## src/hw/ccpu_pkg.sv

```systemverilog
/*
 * Package of the capture, compare and pulse-width unit: register indices,
 * field positions, mode codes, reset values and the bundles its ports carry.
 * Assumes a 32-bit AXI4-Lite register bus and externally kept timers.
 */
package ccpu_pkg;

    // ------------------------------------------------------------------
    // Register map
    // ------------------------------------------------------------------
    localparam int unsigned ADDR_W = 8;
    // Register indices; the byte address is four times the index.
    localparam logic [5:0] IDX_VALUE_LOW = 6'h15;
    localparam logic [5:0] IDX_VALUE_HIGH = 6'h16;
    localparam logic [5:0] IDX_CONTROL = 6'h17;
    localparam logic [5:0] IDX_FLAG = 6'h0c;
    localparam logic [7:0] CONTROL_RESET = 8'h00;
    localparam logic [7:0] CONTROL_WMASK = 8'h3f;
    localparam int unsigned FLAG_BIT = 2;
    localparam int unsigned DUTY_LSB_LO = 4;
    localparam int unsigned DUTY_LSB_HI = 5;
    localparam logic [1:0] RESP_OKAY = 2'h0;
    localparam logic [1:0] RESP_SLVERR = 2'h2;

    // ------------------------------------------------------------------
    // Mode codes and prescaler limits
    // ------------------------------------------------------------------
    localparam logic [3:0] MODE_OFF = 4'h0;
    localparam logic [3:0] MODE_CAP_FALL = 4'h4;
    localparam logic [3:0] MODE_CAP_RISE = 4'h5;
    localparam logic [3:0] MODE_CAP_4 = 4'h6;
    localparam logic [3:0] MODE_CAP_16 = 4'h7;
    localparam logic [3:0] MODE_CMP_SET = 4'h8;
    localparam logic [3:0] MODE_CMP_CLR = 4'h9;
    localparam logic [3:0] MODE_CMP_SOFT = 4'ha;
    localparam logic [3:0] MODE_CMP_TRIG = 4'hb;
    localparam logic [3:0] PRE_LAST_4 = 4'h3;
    localparam logic [3:0] PRE_LAST_16 = 4'hf;

    typedef enum logic [1:0] {
        KIND_OFF,
        KIND_CAPTURE,
        KIND_COMPARE,
        KIND_PWM
    } ccpu_kind_e;

    // ------------------------------------------------------------------
    // Port bundles
    // ------------------------------------------------------------------
    typedef struct packed {
        logic [ADDR_W-1:0] awaddr;
        logic awvalid;
        logic [31:0] wdata;
        logic [3:0] wstrb;
        logic wvalid;
        logic bready;
        logic [ADDR_W-1:0] araddr;
        logic arvalid;
        logic rready;
    } ccpu_axi_req_s;

    typedef struct packed {
        logic awready;
        logic wready;
        logic bvalid;
        logic [1:0] bresp;
        logic arready;
        logic rvalid;
        logic [31:0] rdata;
        logic [1:0] rresp;
    } ccpu_axi_rsp_s;

    typedef struct packed {
        logic [15:0] t1_count;
        logic [7:0] t2_count;
        logic t2_inc;
        logic [1:0] t2_frac;
        logic [7:0] period;
    } ccpu_timer_s;

endpackage

```

## src/hw/ccpu_top.sv

```systemverilog
/*
 * Capture, compare and pulse-width unit with an AXI4-Lite register slave.
 * Assumes timers kept outside, a port B latch and direction bit outside,
 * and a pad whose level is resolved from unit_pin_o and unit_pin_oe_o.
 */
// Notes on behaviour
// - Mode 0000 turns the unit off and resets prescaler and output latch.
// - Modes 0100-0111 capture on fall, rise, 4th rise, 16th rise.
// - Modes 1000/1001 drive pin high/low on match and set flag.
// - Mode 1010 only sets the flag on match; pin unchanged.
// - Mode 1011 sets flag and pulses trigger resetting first timer.
// - Modes 11xx select pulse-width output of up to 10 bits.
// - A capture copies the 16-bit first timer into both value bytes.
// - Each capture sets flag bit 2; only software clears it.
// - A new capture overwrites an unread older value.
// - Prescaler counter clears whenever off or not capturing.
// - Switching between capture prescalers keeps the counter running.
// - Pin driven as output in capture mode can cause captures.
// - Compare runs continuously; pin action and flag happen together.
// - Writing zero to control forces the unit output latch low.
// - Control bits 5-4 are duty low bits; low byte holds upper eight.
// - Low, high and control bytes are readable and writable; high byte writes are ignored in pulse-width modes.
// - Capture and compare use first timer; pulse-width uses second.
// - Control bits 7-6 read as zero.
// - At period end latch duty, set pin unless duty zero.
// - Pin clears when duty equals second timer with two low bits.
`timescale 1ns/10ps
`default_nettype none

module ccpu_top (
    // Clock and reset
    input wire logic clk_i,
    input wire logic rst_b_i,
    // Register bus
    input wire ccpu_pkg::ccpu_axi_req_s axi_req_i,
    output ccpu_pkg::ccpu_axi_rsp_s axi_rsp_o,
    // Timer view
    input wire ccpu_pkg::ccpu_timer_s timer_i,
    output logic special_event_o,
    // Port and pin
    input wire logic port_dir_input_i,
    input wire logic port_data_latch_i,
    input wire logic unit_pin_i,
    output logic unit_pin_o,
    output logic unit_pin_oe_o,
    // Flag
    output logic unit_irq_flag_o
);

    // ------------------------------------------------------------------
    // State
    // ------------------------------------------------------------------
    logic [7:0] value_low_ff, value_high_ff, control_ff;
    logic [31:0] w_data_ff, rdata_ff;
    logic [3:0] prescale_cnt_ff, w_strb_ff;
    logic [1:0] duty_lat_ff, bresp_ff, rresp_ff;
    logic [ccpu_pkg::ADDR_W-1:0] aw_addr_ff;
    logic flag_ff, unit_latch_ff, match_ff, trig_ff;
    logic sync1_ff, sync2_ff, prev_ff;
    logic aw_held_ff, w_held_ff, bvalid_ff, rvalid_ff;

    logic [3:0] mode, pre_last;
    ccpu_pkg::ccpu_kind_e kind;
    logic [5:0] wr_idx;
    logic [7:0] wr_byte;
    logic [31:0] nxt_rdata;
    logic [9:0] duty_next;
    logic wr_go, wr_low, wr_high, wr_ctrl, wr_flag, wr_hit, rd_take;
    logic nxt_rhit, rise, fall, cap_event, cap_src;
    logic match, match_start, period_end, duty_clear;

    assign mode = control_ff[3:0];

    // ------------------------------------------------------------------
    // Mode decode
    // ------------------------------------------------------------------
    // Mode decode table.
    always_comb begin
        case (mode[3:2])
            2'h1: kind = ccpu_pkg::KIND_CAPTURE;
            2'h2: kind = ccpu_pkg::KIND_COMPARE;
            2'h3: kind = ccpu_pkg::KIND_PWM;
            default: kind = ccpu_pkg::KIND_OFF;
        endcase
    end

    // ------------------------------------------------------------------
    // Bus write path
    // ------------------------------------------------------------------
    assign axi_rsp_o.awready = !aw_held_ff && !bvalid_ff;
    assign axi_rsp_o.wready = !w_held_ff && !bvalid_ff;
    assign axi_rsp_o.bvalid = bvalid_ff;
    assign axi_rsp_o.bresp = bresp_ff;
    assign wr_go = aw_held_ff && w_held_ff && !bvalid_ff;
    assign wr_idx = aw_addr_ff[7:2];
    assign wr_byte = w_data_ff[7:0];
    assign wr_hit = (wr_idx == ccpu_pkg::IDX_VALUE_LOW)
        || (wr_idx == ccpu_pkg::IDX_VALUE_HIGH)
        || (wr_idx == ccpu_pkg::IDX_CONTROL)
        || (wr_idx == ccpu_pkg::IDX_FLAG);
    assign wr_low = wr_go && w_strb_ff[0]
        && (wr_idx == ccpu_pkg::IDX_VALUE_LOW);
    assign wr_high = wr_go && w_strb_ff[0]
        && (wr_idx == ccpu_pkg::IDX_VALUE_HIGH);
    assign wr_ctrl = wr_go && w_strb_ff[0]
        && (wr_idx == ccpu_pkg::IDX_CONTROL);
    assign wr_flag = wr_go && w_strb_ff[0]
        && (wr_idx == ccpu_pkg::IDX_FLAG);

    always_ff @(posedge clk_i) begin
        if (!rst_b_i) begin
            aw_held_ff <= 1'b0;
            aw_addr_ff <= '0;
        end else if (axi_req_i.awvalid && axi_rsp_o.awready) begin
            aw_held_ff <= 1'b1;
            aw_addr_ff <= axi_req_i.awaddr;
        end else if (wr_go) begin
            aw_held_ff <= 1'b0;
        end
    end

    always_ff @(posedge clk_i) begin
        if (!rst_b_i) begin
            w_held_ff <= 1'b0;
            w_data_ff <= '0;
            w_strb_ff <= '0;
        end else if (axi_req_i.wvalid && axi_rsp_o.wready) begin
            w_held_ff <= 1'b1;
            w_data_ff <= axi_req_i.wdata;
            w_strb_ff <= axi_req_i.wstrb;
        end else if (wr_go) begin
            w_held_ff <= 1'b0;
        end
    end

    always_ff @(posedge clk_i) begin
        if (!rst_b_i) begin
            bvalid_ff <= 1'b0;
            bresp_ff <= ccpu_pkg::RESP_OKAY;
        end else if (wr_go) begin
            bvalid_ff <= 1'b1;
            bresp_ff <= wr_hit ? ccpu_pkg::RESP_OKAY
                               : ccpu_pkg::RESP_SLVERR;
        end else if (axi_req_i.bready) begin
            bvalid_ff <= 1'b0;
        end
    end

    // ------------------------------------------------------------------
    // Bus read path
    // ------------------------------------------------------------------
    assign axi_rsp_o.arready = !rvalid_ff;
    assign axi_rsp_o.rvalid = rvalid_ff;
    assign axi_rsp_o.rdata = rdata_ff;
    assign axi_rsp_o.rresp = rresp_ff;
    assign rd_take = axi_req_i.arvalid && !rvalid_ff;

    always_comb begin
        nxt_rdata = '0;
        nxt_rhit = 1'b1;
        case (axi_req_i.araddr[7:2])
            ccpu_pkg::IDX_VALUE_LOW: nxt_rdata[7:0] = value_low_ff;
            ccpu_pkg::IDX_VALUE_HIGH: nxt_rdata[7:0] = value_high_ff;
            ccpu_pkg::IDX_CONTROL: nxt_rdata[7:0] = control_ff;
            ccpu_pkg::IDX_FLAG: nxt_rdata[ccpu_pkg::FLAG_BIT] = flag_ff;
            default: nxt_rhit = 1'b0;
        endcase
    end

    always_ff @(posedge clk_i) begin
        if (!rst_b_i) begin
            rvalid_ff <= 1'b0;
            rdata_ff <= '0;
            rresp_ff <= ccpu_pkg::RESP_OKAY;
        end else if (rd_take) begin
            rvalid_ff <= 1'b1;
            rdata_ff <= nxt_rdata;
            rresp_ff <= nxt_rhit ? ccpu_pkg::RESP_OKAY
                                 : ccpu_pkg::RESP_SLVERR;
        end else if (axi_req_i.rready) begin
            rvalid_ff <= 1'b0;
        end
    end

    // ------------------------------------------------------------------
    // Control register
    // ------------------------------------------------------------------
    always_ff @(posedge clk_i) begin
        if (!rst_b_i) begin
            control_ff <= ccpu_pkg::CONTROL_RESET;
        end else if (wr_ctrl) begin
            control_ff <= wr_byte & ccpu_pkg::CONTROL_WMASK;
        end
    end

    // ------------------------------------------------------------------
    // Pin and capture edge detection
    // ------------------------------------------------------------------
    assign unit_pin_oe_o = !port_dir_input_i;
    assign unit_pin_o = (kind == ccpu_pkg::KIND_COMPARE
        || kind == ccpu_pkg::KIND_PWM) ? unit_latch_ff : port_data_latch_i;
    assign cap_src = unit_pin_oe_o ? unit_pin_o : unit_pin_i;

    always_ff @(posedge clk_i) begin
        if (!rst_b_i) begin
            sync1_ff <= 1'b0;
            sync2_ff <= 1'b0;
            prev_ff <= 1'b0;
        end else begin
            sync1_ff <= cap_src;
            sync2_ff <= sync1_ff;
            prev_ff <= sync2_ff;
        end
    end

    assign rise = sync2_ff && !prev_ff;
    assign fall = !sync2_ff && prev_ff;

    always_comb begin
        case (mode)
            ccpu_pkg::MODE_CAP_4: pre_last = ccpu_pkg::PRE_LAST_4;
            ccpu_pkg::MODE_CAP_16: pre_last = ccpu_pkg::PRE_LAST_16;
            default: pre_last = 4'h0;
        endcase
    end

    // Counter may exceed a smaller limit.
    assign cap_event = (kind == ccpu_pkg::KIND_CAPTURE)
        && ((mode == ccpu_pkg::MODE_CAP_FALL) ? fall
            : (rise && prescale_cnt_ff >= pre_last));

    always_ff @(posedge clk_i) begin
        if (!rst_b_i) begin
            prescale_cnt_ff <= 4'h0;
        end else if (kind != ccpu_pkg::KIND_CAPTURE) begin
            prescale_cnt_ff <= 4'h0;
        end else if (mode != ccpu_pkg::MODE_CAP_FALL && rise) begin
            prescale_cnt_ff <= cap_event ? 4'h0 : prescale_cnt_ff + 4'h1;
        end
    end

    // ------------------------------------------------------------------
    // Compare and pulse-width events
    // ------------------------------------------------------------------
    // Continuous compare on first timer.
    assign match = (kind == ccpu_pkg::KIND_COMPARE)
        && (timer_i.t1_count == {value_high_ff, value_low_ff});
    assign match_start = match && !match_ff;
    assign period_end = (kind == ccpu_pkg::KIND_PWM) && timer_i.t2_inc
        && (timer_i.t2_count == timer_i.period);
    // Duty from low byte and control bits 5-4.
    assign duty_next = {value_low_ff,
        control_ff[ccpu_pkg::DUTY_LSB_HI:ccpu_pkg::DUTY_LSB_LO]};
    // Duty compare with two low bits.
    assign duty_clear = (kind == ccpu_pkg::KIND_PWM)
        && ({value_high_ff, duty_lat_ff}
            == {timer_i.t2_count, timer_i.t2_frac});

    always_ff @(posedge clk_i) begin
        if (!rst_b_i) begin
            match_ff <= 1'b0;
            trig_ff <= 1'b0;
        end else begin
            match_ff <= match;
            trig_ff <= match_start && (mode == ccpu_pkg::MODE_CMP_TRIG);
        end
    end

    assign special_event_o = trig_ff;

    // ------------------------------------------------------------------
    // Unit output latch
    // ------------------------------------------------------------------
    // Off clears latch.
    always_ff @(posedge clk_i) begin
        if (!rst_b_i) begin
            unit_latch_ff <= 1'b0;
            duty_lat_ff <= 2'h0;
        end else if (kind == ccpu_pkg::KIND_OFF
                     || (wr_ctrl && wr_byte == 8'h00)) begin
            unit_latch_ff <= 1'b0;
            duty_lat_ff <= 2'h0;
        end else if (period_end) begin
            unit_latch_ff <= (duty_next != 10'h000);
            duty_lat_ff <= duty_next[1:0];
        end else if (duty_clear) begin
            unit_latch_ff <= 1'b0;
        end else if (match_start && mode == ccpu_pkg::MODE_CMP_SET) begin
            unit_latch_ff <= 1'b1;
        end else if (match_start && mode == ccpu_pkg::MODE_CMP_CLR) begin
            unit_latch_ff <= 1'b0;
        end
    end

    // ------------------------------------------------------------------
    // Value registers
    // ------------------------------------------------------------------
    always_ff @(posedge clk_i) begin
        if (!rst_b_i) begin
            value_low_ff <= 8'h00;
        end else if (cap_event) begin
            value_low_ff <= timer_i.t1_count[7:0];
        end else if (wr_low) begin
            value_low_ff <= wr_byte;
        end
    end

    always_ff @(posedge clk_i) begin
        if (!rst_b_i) begin
            value_high_ff <= 8'h00;
        end else if (cap_event) begin
            value_high_ff <= timer_i.t1_count[15:8];
        end else if (period_end) begin
            value_high_ff <= value_low_ff;
        end else if (wr_high && kind != ccpu_pkg::KIND_PWM) begin
            value_high_ff <= wr_byte;
        end
    end

    // ------------------------------------------------------------------
    // Flag
    // ------------------------------------------------------------------
    // Capture and compare match flags.
    always_ff @(posedge clk_i) begin
        if (!rst_b_i) begin
            flag_ff <= 1'b0;
        end else if (cap_event || match_start) begin
            flag_ff <= 1'b1;
        end else if (wr_flag && !wr_byte[ccpu_pkg::FLAG_BIT]) begin
            flag_ff <= 1'b0;
        end
    end

    assign unit_irq_flag_o = flag_ff;

    // ------------------------------------------------------------------
    // Checks
    // ------------------------------------------------------------------
    ctrl_upper_zero_a: assert property (
        @(posedge clk_i) disable iff (!rst_b_i)
        control_ff[7:6] == 2'h0)
        else $error("Control upper bits not zero.");

    off_clears_a: assert property (
        @(posedge clk_i) disable iff (!rst_b_i)
        (mode == ccpu_pkg::MODE_OFF && !wr_ctrl) |=>
            (prescale_cnt_ff == 4'h0 && !unit_latch_ff))
        else $error("Off mode left state uncleared.");

    capture_copy_a: assert property (
        @(posedge clk_i) disable iff (!rst_b_i)
        cap_event |=>
            {value_high_ff, value_low_ff} == $past(timer_i.t1_count))
        else $error("Capture did not copy the timer.");

    capture_flag_a: assert property (
        @(posedge clk_i) disable iff (!rst_b_i)
        (cap_event || match_start) |=> flag_ff)
        else $error("Flag not set by event.");

    flag_hold_a: assert property (
        @(posedge clk_i) disable iff (!rst_b_i)
        (flag_ff && !wr_flag) |=> flag_ff)
        else $error("Flag cleared without software.");

    compare_set_a: assert property (
        @(posedge clk_i) disable iff (!rst_b_i)
        (match_start && mode == ccpu_pkg::MODE_CMP_SET && !wr_ctrl)
            |=> unit_latch_ff)
        else $error("Compare set did not drive high.");

    soft_keep_a: assert property (
        @(posedge clk_i) disable iff (!rst_b_i)
        (mode == ccpu_pkg::MODE_CMP_SOFT && !wr_ctrl)
            |=> $stable(unit_latch_ff))
        else $error("Software compare moved the pin.");

    trigger_pulse_a: assert property (
        @(posedge clk_i) disable iff (!rst_b_i)
        (match_start && mode == ccpu_pkg::MODE_CMP_TRIG)
            |=> special_event_o ##1 !special_event_o)
        else $error("Trigger pulse missing or long.");

    prescale_16_a: assert property (
        @(posedge clk_i) disable iff (!rst_b_i)
        (cap_event && mode == ccpu_pkg::MODE_CAP_16)
            |-> prescale_cnt_ff == ccpu_pkg::PRE_LAST_16)
        else $error("Sixteenth-edge capture taken early.");

    pwm_latch_a: assert property (
        @(posedge clk_i) disable iff (!rst_b_i)
        (period_end && !wr_ctrl) |=> (value_high_ff == $past(value_low_ff)
            && unit_latch_ff == ($past(duty_next) != 10'h000)))
        else $error("Period end did not latch duty.");

endmodule

`default_nettype wire

```

## config.mk

```make
export PLATFORM = sky130hd
export DESIGN_NAME = ccpu_top
export DESIGN_NICKNAME = d
export VERILOG_FILES = /design/src/hw/ccpu_pkg.sv /design/src/hw/ccpu_top.sv
export SDC_FILE = /design/constraint.sdc
export NUM_CORES = 1
export LEC_CHECK = 0
export BUFFER_PORTS_ARGS = -buffer_cell sky130_fd_sc_hd__buf_4
export CELL_PAD_IN_SITES_DETAIL_PLACEMENT = 1
export CELL_PAD_IN_SITES_GLOBAL_PLACEMENT = 1
export CORE_UTILIZATION = 38
export DETAILED_ROUTE_END_ITERATION = 16
export GPL_TIMING_DRIVEN = 0
export HOLD_SLACK_MARGIN = 0.05
export PLACE_DENSITY = 0.95
export SETUP_SLACK_MARGIN = 0.3
export SKIP_LAST_GASP = 1
export SYNTH_ARGS = -nofsm -noshare
export SYNTH_HDL_FRONTEND = slang
export SYNTH_SLANG_ARGS = --single-unit
```

## constraint.sdc

```tcl
create_clock -name clk_i -period 5.59 [get_ports clk_i]
set_input_delay 0.559 -clock clk_i [delete_from_list [all_inputs] [get_ports clk_i]]
set_output_delay 0.559 -clock clk_i [all_outputs]
set_load 0.1 [all_outputs]
```

==> results of run 1 <==
stage by stage:
| step | cell area, µm² | total power [mW] | std cells | util | worst slack (ps) |
|---|---|---|---|---|---|
| after floorplan | 3740 | 0.6704 | 448 | - | 3096 |
| after global placement | 4509 | 0.7334 | 658 | 0.4857 | 2772 |
| after detailed placement | 4509 | 0.7389 | 658 | 0.4857 | 2631 |
| after CTS | 4730 | 1.187 | 673 | 0.5094 | 2595 |
| after global routing | 4730 | 1.226 | 673 | 0.5094 | 2469 |
| final | 4730 | 1.185 | 673 | 0.5094 | 2581 |
power breakdown:
group | internal [mW] | total (mW) | switching [mW]
Sequential | 0.467 | 0.480 | 0.0130
Combinational | 0.0758 | 0.250 | 0.174
Clock | 0.273 | 0.454 | 0.182
Total | 0.816 | 1.18 | 0.369
logic make-up after synthesis:
family,count (synthesis)
other,1
adder cells (fa/ha/maj),5
AO/OA/AOI/OAI,75
XOR/XNOR,36
AND/OR/NAND/NOR,160
buffers and inverters,53
multiplexers,29
flip-flops,64
layer usage:
metal  wire (µm)  part of all wire
met4         369             0.032
met3         722             0.062
met5           0                 0
met1        4658              0.40
met2        5953              0.51
flip-flops by register name, summed over array words and instances (netlist names), 2 cells and up:
| name | count |
|---|---|
| aw_addr_ff | 6 |
| control_ff | 6 |
| duty_lat_ff | 2 |
| prescale_cnt_ff | 4 |
| rdata_ff | 8 |
| value_high_ff | 8 |
| value_low_ff | 8 |
| w_data_ff | 8 |
layout by cell type (no fill, tap or decap), types with 2 or more instances in the layout:
cell / n
a211oi_1: 9
mux2_2: 7
ha_1: 5
conb_1: 26
nand4_1: 4
mux2i_1: 22
clkbuf_1: 15
nand3_1: 9
nand2b_1: 4
clkbuf_8: 11
nand4bb_1: 2
o21ai_0: 3
o32ai_2: 7
a22oi_1: 8
nor2_1: 59
inv_1: 6
nor4_1: 7
nor3_1: 10
and2_1: 5
nand2_1: 39
bufinv_16: 2
nor2b_1: 4
o22ai_1: 8
xor2_1: 25
xnor2_1: 11
a21oi_1: 29
dfxtp_1: 64
buf_4: 110
final cells by class:
type	instances	area, µm²
Multi-Input combinational cell	331	2141
Inverter	7	26.28
Clock buffer	12	155.1
Tap cell	129	161.4
Buffer	46	291.5
Fill cell	1153	4554
Sequential cell	64	1281
Timing Repair Buffer	81	608.1
Clock inverter	3	65.06
final timing paths:
check	start	to	slack (ps)	depth (start not counted)
worst max-delay path	control_ff[2]$_SDFFE_PN0P_	value_high_ff[0]$_SDFFE_PN0P_	2580	10
worst min register to register	sync1_ff$_SDFF_PN0_	sync2_ff$_SDFF_PN0_	440	1
worst min-delay path	axi_req_i[0]	rvalid_ff$_SDFFE_PN0P_	390	2
worst max register to register	control_ff[2]$_SDFFE_PN0P_	value_high_ff[0]$_SDFFE_PN0P_	2580	10
==> run_results.csv, run 1 <==
group,metric,value,unit
status,outcome,"complete, no violations",
clock_tree,cts.repair.resized,0,
critical_path,critical_path.endpoint_type,"flip-flop",
placement,numPortBuffers,81,
layout,drive_above_1_share,0.2849,
clock_tree,postCtsHoldBufs,0,
routing,via_per_inst,5.227,
critical_path,worst-path-buf-inv,0,
routing,firstDrtPassIters,4,
yosys,synth_top_family_by_area,"simple AND/OR/NAND/NOR gates",
yosys,synth_compound_area_frac,0.1531,
critical_path,cp_cell_sequence,"and2b_2, and2_1, ha_1, nand2b_1, a21o_1, a21oi_1, nor2b_1, o31ai_4, nand2_2, o32ai_2",
yosys,yosysSeqAreaShare,0.3514,
global_route,grt_busiest_layer,"met2",
critical_path,crit_path_max_incr_delay,580,ps
clock_tree,h-tree-depth,3,
timing,skew,14.98,ps
clock_tree,clkTransAtPathRegs,70,ps
routing,wl_per_cell,17.39,µm
global_route,grtUsageMet2,0.4424,
timing,fin_crit_sh,0.5383,
clock_tree,clk_path_buf_depth,2,
power_and_ir_drop,peakVddDrop,0.09576,mV
timing,rsz0062_at_grt,"no",
yosys,synthSimpleGateAreaFrac,0.2217,
yosys,muxShareOfSynthArea,0.08202,
yosys,ys_ff_latch,64,
floorplan,die_h,99.95,µm
timing,relSlewSlack,0.2869,
floorplan,fp.dieW,99.95,µm
critical_path,crit_path_top_delay_cell,"dfxtp_1",
clock_tree,clock-sinks,64,
yosys,synth_edf_count,0,
timing,tightest_slew,1061,ps
clock_tree,cts_root_buf,"clkbuf_8",
layout,syn_to_final_growth,29.72,%
global_route,grt_max_degree,11,
routing,wirelength,11700,µm
yosys,mappedNetlistArea,0.003646,mm²
global_route,globalRouteMet3Util,0.03691,
yosys,synth_ff_type,"dfxtp_1",
timing,period_minus_slack,3009,ps
clock_tree,cts_tree,"done",
yosys,ys_warn_count,0,
clock_tree,clk-insertion-delay-late,350,ps
global_route,use_met1,0.2771,
global_route,grt_pass1_vias,3745,
timing,report.final.setup_viol,0,
yosys,synthAdderAreaFrac,0.01716,
floorplan,start_util,0.3927,
critical_path,crit_fanout,9,
routing,vias,3518,
floorplan,die-area,0.009990,mm²
yosys,synth_xor_area_frac,0.08648,
floorplan,rows,35,
layout,nets,642,
yosys,async_flop_share,0,
yosys,synth.distinct_cells,58,
yosys,synth_top_cells_by_count,"dfxtp_1 (64), nor2_1 (59), nand2_1 (39)",
global_route,gr-usage-all-layers,0.2421,
critical_path,critical-path-top-delay-family,"compound AO/OA/AOI/OAI gates",
yosys,synth_top_area_frac,0.3514,
critical_path,cp.arrival,3260,ps
timing,tns,0,ps
timing,hold_violations,0,
placement,gp_congestion,0.8981,
yosys,yosys.area.top_type,"dfxtp_1",
layout,diodes,0,
routing,drt_iter0_drc,161,
run,maxCapViolCount,0,
routing,final_antenna_net_count,0,
clock_tree,cts_setup_buffers,0,
power_and_ir_drop,powerDensity,250.5,mW/mm²
min_path,hp-class,"input port to flip-flop",
clock_tree,cts_buffers,9,
critical_path,worst-setup-path-type,"flip-flop to flip-flop",
global_route,gr-total-overflow,0,
timing,whs,391.2,ps
yosys,synth.top_cells.by_area,"dfxtp_1 (35%), nor2_1 (6.1%), mux2i_1 (6.0%)",
global_route,grt_pass1_wl,18580,µm
global_route,antenna_found_initial,0,
timing,fmax,332.4,MHz
floorplan,pin_count,142,
yosys,yosysMostFrequentCell,"dfxtp_1",
routing,drc,0,
placement,dpl.hpwl,8954,µm
critical_path,start_kind,"flip-flop",
yosys,syn_inst,423,
yosys,avgSynthCellArea,8.619,µm²
critical_path,crit_required,5850,ps
power_and_ir_drop,p_leak,2.035,nW
timing,drv_slew,0,
floorplan,core_area,0.009284,mm²
No activity file was read; power rests on OpenSTA's default activity.
==> inputs of run 2 (changes only) <==
Settings changed: CORE_UTILIZATION 38 to 35, PLACE_DENSITY 0.95 to 0.92.
Clock period 5.59 ns to 3.1 ns, I/O delays scaled along.
==> run 2 against run 1 <==
Against the previous run: power is 68% higher; setup slack worse by 2100 ps; first-iteration DRC count is 19% higher; highest routed layer unchanged.
==> run_results.csv, run 2 (synthesis results as in run 1) <==
group,metric,value,unit
global_route,grt_pass1_wl,18550,µm
routing,final_antenna_net_count,0,
timing,relSlewSlack,0.2961,
placement,dpl.hpwl,8873,µm
timing,tns,0,ps
min_path,hp-class,"input port to flip-flop",
critical_path,reg2reg_from,"control_ff[3]$_SDFFE_PN0P_",
critical_path,rr_worst_depth,12,
timing,hold_violations,0,
routing,vias,3479,
timing,fin_crit_sh,0.8582,
critical_path,crit_required,3350,ps
min_path,hold_end,"rvalid_ff$_SDFFE_PN0P_",
floorplan,die-area,0.01083,mm²
timing,rsz0062_at_grt,"yes",
routing,drt_iter0_drc,192,
timing,skew,10.38,ps
routing,via_per_inst,5.109,
global_route,gr-usage-all-layers,0.2162,
power_and_ir_drop,p_leak,2.026,nW
critical_path,cp_cell_sequence,"buf_6, and2b_2, and2_1, ha_1, nand2b_1, a21o_1, a21oi_1, nor2b_1, o31ai_4, buf_6, nand2_4, o32ai_1",
clock_tree,postCtsHoldBufs,0,
placement,gp_congestion,0.8693,
layout,diodes,0,
timing,fmax,375.9,MHz
layout,nets,645,
floorplan,rows,36,
timing,report.final.setup_viol,0,
power_and_ir_drop,powerDensity,421.4,mW/mm²
critical_path,crit_path_max_incr_delay,330,ps
critical_path,crit_fanout,8,
global_route,gr-total-overflow,0,
layout,multi_input_area,0.002146,mm²
run,maxCapViolCount,0,
power_and_ir_drop,peakVddDrop,0.2110,mV
clock_tree,clk_path_buf_depth,2,
clock_tree,h-tree-depth,3,
clock_tree,clk-insertion-delay-late,350,ps
layout,drive_above_1_share,0.2938,
clock_tree,clkTransAtPathRegs,80,ps
critical_path,r2r_end,"value_high_ff[7]$_SDFFE_PN0P_",
placement,numPortBuffers,81,
critical_path,path_common_cell,"buf_6",
layout,mostFrequentLayoutCells,"buf_4 (112), dfxtp_1 (63), nor2_1 (59)",
layout,final_common_cell,"buf_4",
critical_path,cp.arrival,2910,ps
critical_path,start_kind,"flip-flop",
status,outcome,"complete, no violations",
critical_path,r2r_slack,440,ps
critical_path,worst-setup-path-type,"flip-flop to flip-flop",
floorplan,die_h,104.1,µm
timing,whs,126.3,ps
routing,wirelength,11570,µm
layout,n_fill_cell,1232,
routing,drc,0,
timing,period_minus_slack,2660,ps
clock_tree,cts_root_buf,"clkbuf_8",
min_path,min_path_cells,2,
timing,tightest_slew,1047,ps
floorplan,start_util,0.3663,
clock_tree,cts_tree,"done",
critical_path,crit_path_top_delay_cell,"dfxtp_1",
critical_path,critical-path-top-delay-family,"compound AO/OA/AOI/OAI gates",
floorplan,fp.dieW,104.1,µm
min_path,hp-start,"axi_req_i[0]",
layout,syn_to_final_growth,29.79,%
timing,drv_slew,0,
global_route,grt_pass1_vias,3646,
floorplan,pin_count,142,
layout,regArea,0.001282,mm²
floorplan,core_area,0.009955,mm²
routing,wl_per_cell,16.99,µm
critical_path,worst-path-buf-inv,2,
global_route,antenna_found_initial,0,
critical_path,critical_path.endpoint_type,"flip-flop",
routing,firstDrtPassIters,5,
clock_tree,cts_buffers,9,
clock_tree,clock-sinks,64,
global_route,grt_max_degree,13,
## run 2: changes by cell type in the layout (fill, tap and decap cells not counted), sizes merged
cell	previous run	this run
buf	112	114
bufinv	2	0
clkinvlp	0	3
clkbuf	27	26
clkinv	1	3
## run 2: timing repair
action | 4_1_cts | 5_1_grt
setup buffers | 2 | 1
gates resized for setup | 1 | 3
endpoints found under the setup margin | 12 | 17
pin swaps | 1 | 2
## run 2: worst reg2reg max path, cell delays in order, from the launching register on
cell and delay, ps:
dfxtp_1 330, buf_6 150, and2b_2 270, and2_1 180
ha_1 270, nand2b_1 140, a21o_1 170, a21oi_1 150
nor2b_1 100, o31ai_4 250, buf_6 150, nand2_4 110
o32ai_1 290
## run 2: layout make-up
cell class / count / share of cell area
clock inverters: 6 / 0.009519
inverters: 7 / 0.005553
clock buffers: 10 / 0.02909
repair buffers: 84 / 0.1341
well taps: 133 / 0.03517
multi-input cells: 331 / 0.4535
plain buffers: 46 / 0.06214
flip-flops and latches: 64 / 0.2710
## run 2: per-layer routing
| metal | vias to the layer above | part of all wire | track usage |
|---|---|---|---|
| met1 | 1677 | 0.43 | 0.2602 |
| met5 | - | 0 | 0 |
| met3 | 19 | 0.055 | 0.03509 |
| met2 | 122 | 0.50 | 0.3905 |
| li1 | 1661 | - | - |
| met4 | 0 | 0.019 | 0.06735 |
## run 2: per-stage QoR
stage | total power, mW | std cells | worst slack (ps) | utilization | instance area, µm²
3_5_place_dp | 1.334 | 662 | 202.9 | 0.4535 | 4514
3_3_place_gp | 1.324 | 662 | 272.3 | 0.4535 | 4514
4_1_cts | 1.992 | 680 | 357.5 | 0.4735 | 4713
6_report | 1.994 | 681 | 439.5 | 0.4754 | 4732
5_1_grt | 2.071 | 681 | 277.4 | 0.4754 | 4732
2_1_floorplan | 1.209 | 448 | 606.0 | - | 3740
## run 2: power by group
| group | internal, mW | switching [mW] |
|---|---|---|
| sequential | 0.842 | 0.0237 |
| combinational | 0.137 | 0.315 |
| clock | 0.313 | 0.363 |
| total | 1.29 | 0.702 |
## run 2: worst max path at each step
stage                                    endpoint                       start  slack, ps  cells after the start
floorplan               w_data_ff[0]$_SDFFE_PN0P_      bvalid_ff$_SDFFE_PN0P_        610                      4
global placement    value_high_ff[5]$_SDFFE_PN0P_  control_ff[2]$_SDFFE_PN0P_        270                     10
detailed placement  value_high_ff[7]$_SDFFE_PN0P_  control_ff[2]$_SDFFE_PN0P_        200                     10
CTS                 value_high_ff[7]$_SDFFE_PN0P_  control_ff[3]$_SDFFE_PN0P_        360                     11
global route        value_high_ff[7]$_SDFFE_PN0P_  control_ff[3]$_SDFFE_PN0P_        280                     12
finish              value_high_ff[7]$_SDFFE_PN0P_  control_ff[3]$_SDFFE_PN0P_        440                     12
==> inputs of run 3 (changes only) <==
Settings changed: CORE_UTILIZATION 35 to 32, PLACE_DENSITY 0.92 to 0.89.
Clock period 3.1 ns to 2.4 ns, I/O delays scaled along.
==> run 3 against run 2 <==
Against the previous run: clock skew is 3.3 ps lower; power grew 58%; core utilization decreased by 1.3 points; count of clock-buffer cells in the layout decreased by 1; routed wire length increased by 11%; register-to-register slack got worse by 390 ps; non-clock buffer count increased by 5; sequential power is 29% higher; via count rose by 3.7%; cell area is 7.4% higher; worst hold slack worse by 42 ps; critical endpoint is now value_high_ff[1]$_SDFFE_PN0P_; largest power group is now clock.
==> run_results.csv, run 3 (synthesis results as in run 1) <==
group,metric,value,unit
layout,mostFrequentLayoutCells,"buf_4 (114), dfxtp_1 (62), nor2_1 (57)",
clock_tree,clk-insertion-delay-late,330,ps
critical_path,reg2reg_from,"control_ff[1]$_SDFFE_PN0P_",
routing,vias,3608,
clock_tree,clock-sinks,64,
critical_path,rr_worst_depth,11,
floorplan,pin_count,142,
global_route,grt_pass1_wl,19710,µm
power_and_ir_drop,powerDensity,620.8,mW/mm²
floorplan,fp.dieW,108.7,µm
min_path,min_path_cells,2,
critical_path,critPathLaunch,"control_ff[1]$_SDFFE_PN0P_",
global_route,grt_pass1_vias,3778,
routing,wl_per_cell,18.58,µm
timing,fin_ws,47.59,ps
critical_path,crit_fanout,9,
timing,rsz0062_at_grt,"yes",
clock_tree,cts_tree,"done",
routing,drt_iter0_drc,187,
placement,numPortBuffers,81,
routing,firstDrtPassIters,4,
placement,placed_cell_area,0.004588,mm²
clock_tree,cts_buffers,9,
power_and_ir_drop,peakVddDrop,0.3762,mV
global_route,grt_max_degree,14,
layout,drive_above_1_share,0.3273,
critical_path,crit_end,"value_high_ff[1]$_SDFFE_PN0P_",
power_and_ir_drop,p_leak,2.173,nW
floorplan,core_area,0.01098,mm²
layout,nets,650,
timing,skew,7.066,ps
routing,drc,0,
timing,tightest_slew,1212,ps
clock_tree,h-tree-depth,3,
clock_tree,clk_path_buf_depth,2,
routing,final_antenna_net_count,0,
timing,hold_violations,0,
layout,final_cells,693,
floorplan,die_h,108.7,µm
critical_path,r2r_slack,50,ps
global_route,antenna_found_initial,0,
timing,fmax,425.1,MHz
critical_path,crit_required,2640,ps
floorplan,start_util,0.3320,
timing,relSlewSlack,0.1850,
layout,syn_to_final_growth,39.43,%
layout,final_common_cell,"buf_4",
floorplan,rows,38,
routing,wirelength,12880,µm
routing,via_per_inst,5.206,
timing,whs,84.72,ps
status,outcome,"complete, no violations",
placement,gp_congestion,0.8669,
layout,fin_area,0.005084,mm²
timing,fin_crit_sh,0.9802,
critical_path,critical_path.endpoint_type,"flip-flop",
critical_path,r2r_end,"value_high_ff[1]$_SDFFE_PN0P_",
layout,diodes,0,
clock_tree,clkTransAtPathRegs,60,ps
placement,dp_cells,669,
placement,dp_slack,-399.5,ps
global_route,gr-usage-all-layers,0.2241,
critical_path,worst-setup-path-type,"flip-flop to flip-flop",
min_path,hp-class,"input port to flip-flop",
timing,tns,0,ps
clock_tree,postCtsHoldBufs,0,
timing,report.final.setup_viol,0,
timing,drv_slew,0,
power_and_ir_drop,power,3.156,mW
critical_path,start_kind,"flip-flop",
global_route,gr-total-overflow,0,
layout,final_util,0.4629,
floorplan,die-area,0.01182,mm²
timing,period_minus_slack,2352,ps
critical_path,cp.arrival,2600,ps
clock_tree,cts_root_buf,"clkbuf_16",
run,maxCapViolCount,0,
placement,dpl.hpwl,9203,µm
run 3: cell types whose count changed in the layout (fill, tap and decap cells not counted), moves of 2 or more:
cell and delta:
buf_12 +2, inv_6 +2, ha_4 +2, a211oi_2 +3
buf_4 +2, ha_1 -2, bufinv_16 +2, nor2_1 -2
a21oi_2 +2, a21oi_1 -2, clkinvlp_4 -2, clkbuf_16 +9
a211oi_1 -3, clkbuf_8 -10
run 3: how the worst min path moves through the flow:
stage                                   start                      to  slack, ps
after floorplan                  axi_req_i[0]  rvalid_ff$_SDFFE_PN0P_        340
after global placement    sync1_ff$_SDFF_PN0_     sync2_ff$_SDFF_PN0_        420
after detailed placement         axi_req_i[0]  rvalid_ff$_SDFFE_PN0P_        430
after CTS                        axi_req_i[0]  rvalid_ff$_SDFFE_PN0P_         80
after global routing             axi_req_i[0]  rvalid_ff$_SDFFE_PN0P_         80
final                            axi_req_i[0]  rvalid_ff$_SDFFE_PN0P_         80
run 3: worst max-delay path: stages, from the launching register on:
cell,delay [ps]
dfxtp_1,310
clkbuf_2,260
and2_4,210
ha_4,190
nand2b_4,120
a21o_1,170
a21oi_2,130
nor2b_2,70
o31ai_4,250
buf_6,170
nand2_8,90
o32ai_2,280
run 3: metal layers:
| metal | wire length, µm | share of wire | track usage |
|---|---|---|---|
| met3 | 929 | 0.072 | 0.04483 |
| met2 | 6509 | 0.51 | 0.4010 |
| met5 | 0 | 0 | 0 |
| met4 | 332 | 0.026 | 0.08494 |
| met1 | 5106 | 0.40 | 0.2619 |
run 3: layout make-up:
type / instances / area (µm²)
fill: 1311 / 5899
multi-input combinational: 331 / 2250
sequential: 64 / 1286
timing repair buffer: 89 / 704.4
buffer: 46 / 314.1
clock buffer: 9 / 225.2
tap: 140 / 175.2
clock inverter: 7 / 102.6
inverter: 7 / 26.28
run 3: power breakdown:
part           switching [mW]  internal, mW
combinational           0.416         0.179
clock                   0.520         0.920
sequential             0.0329          1.09
total                   0.969          2.19
run 3: timing repair:
action                     CTS  global route
gates resized for setup     14             3
setup endpoints to repair   22            24
buffers inserted             7             0
gates cloned                 1             0
pin swaps                   11             2
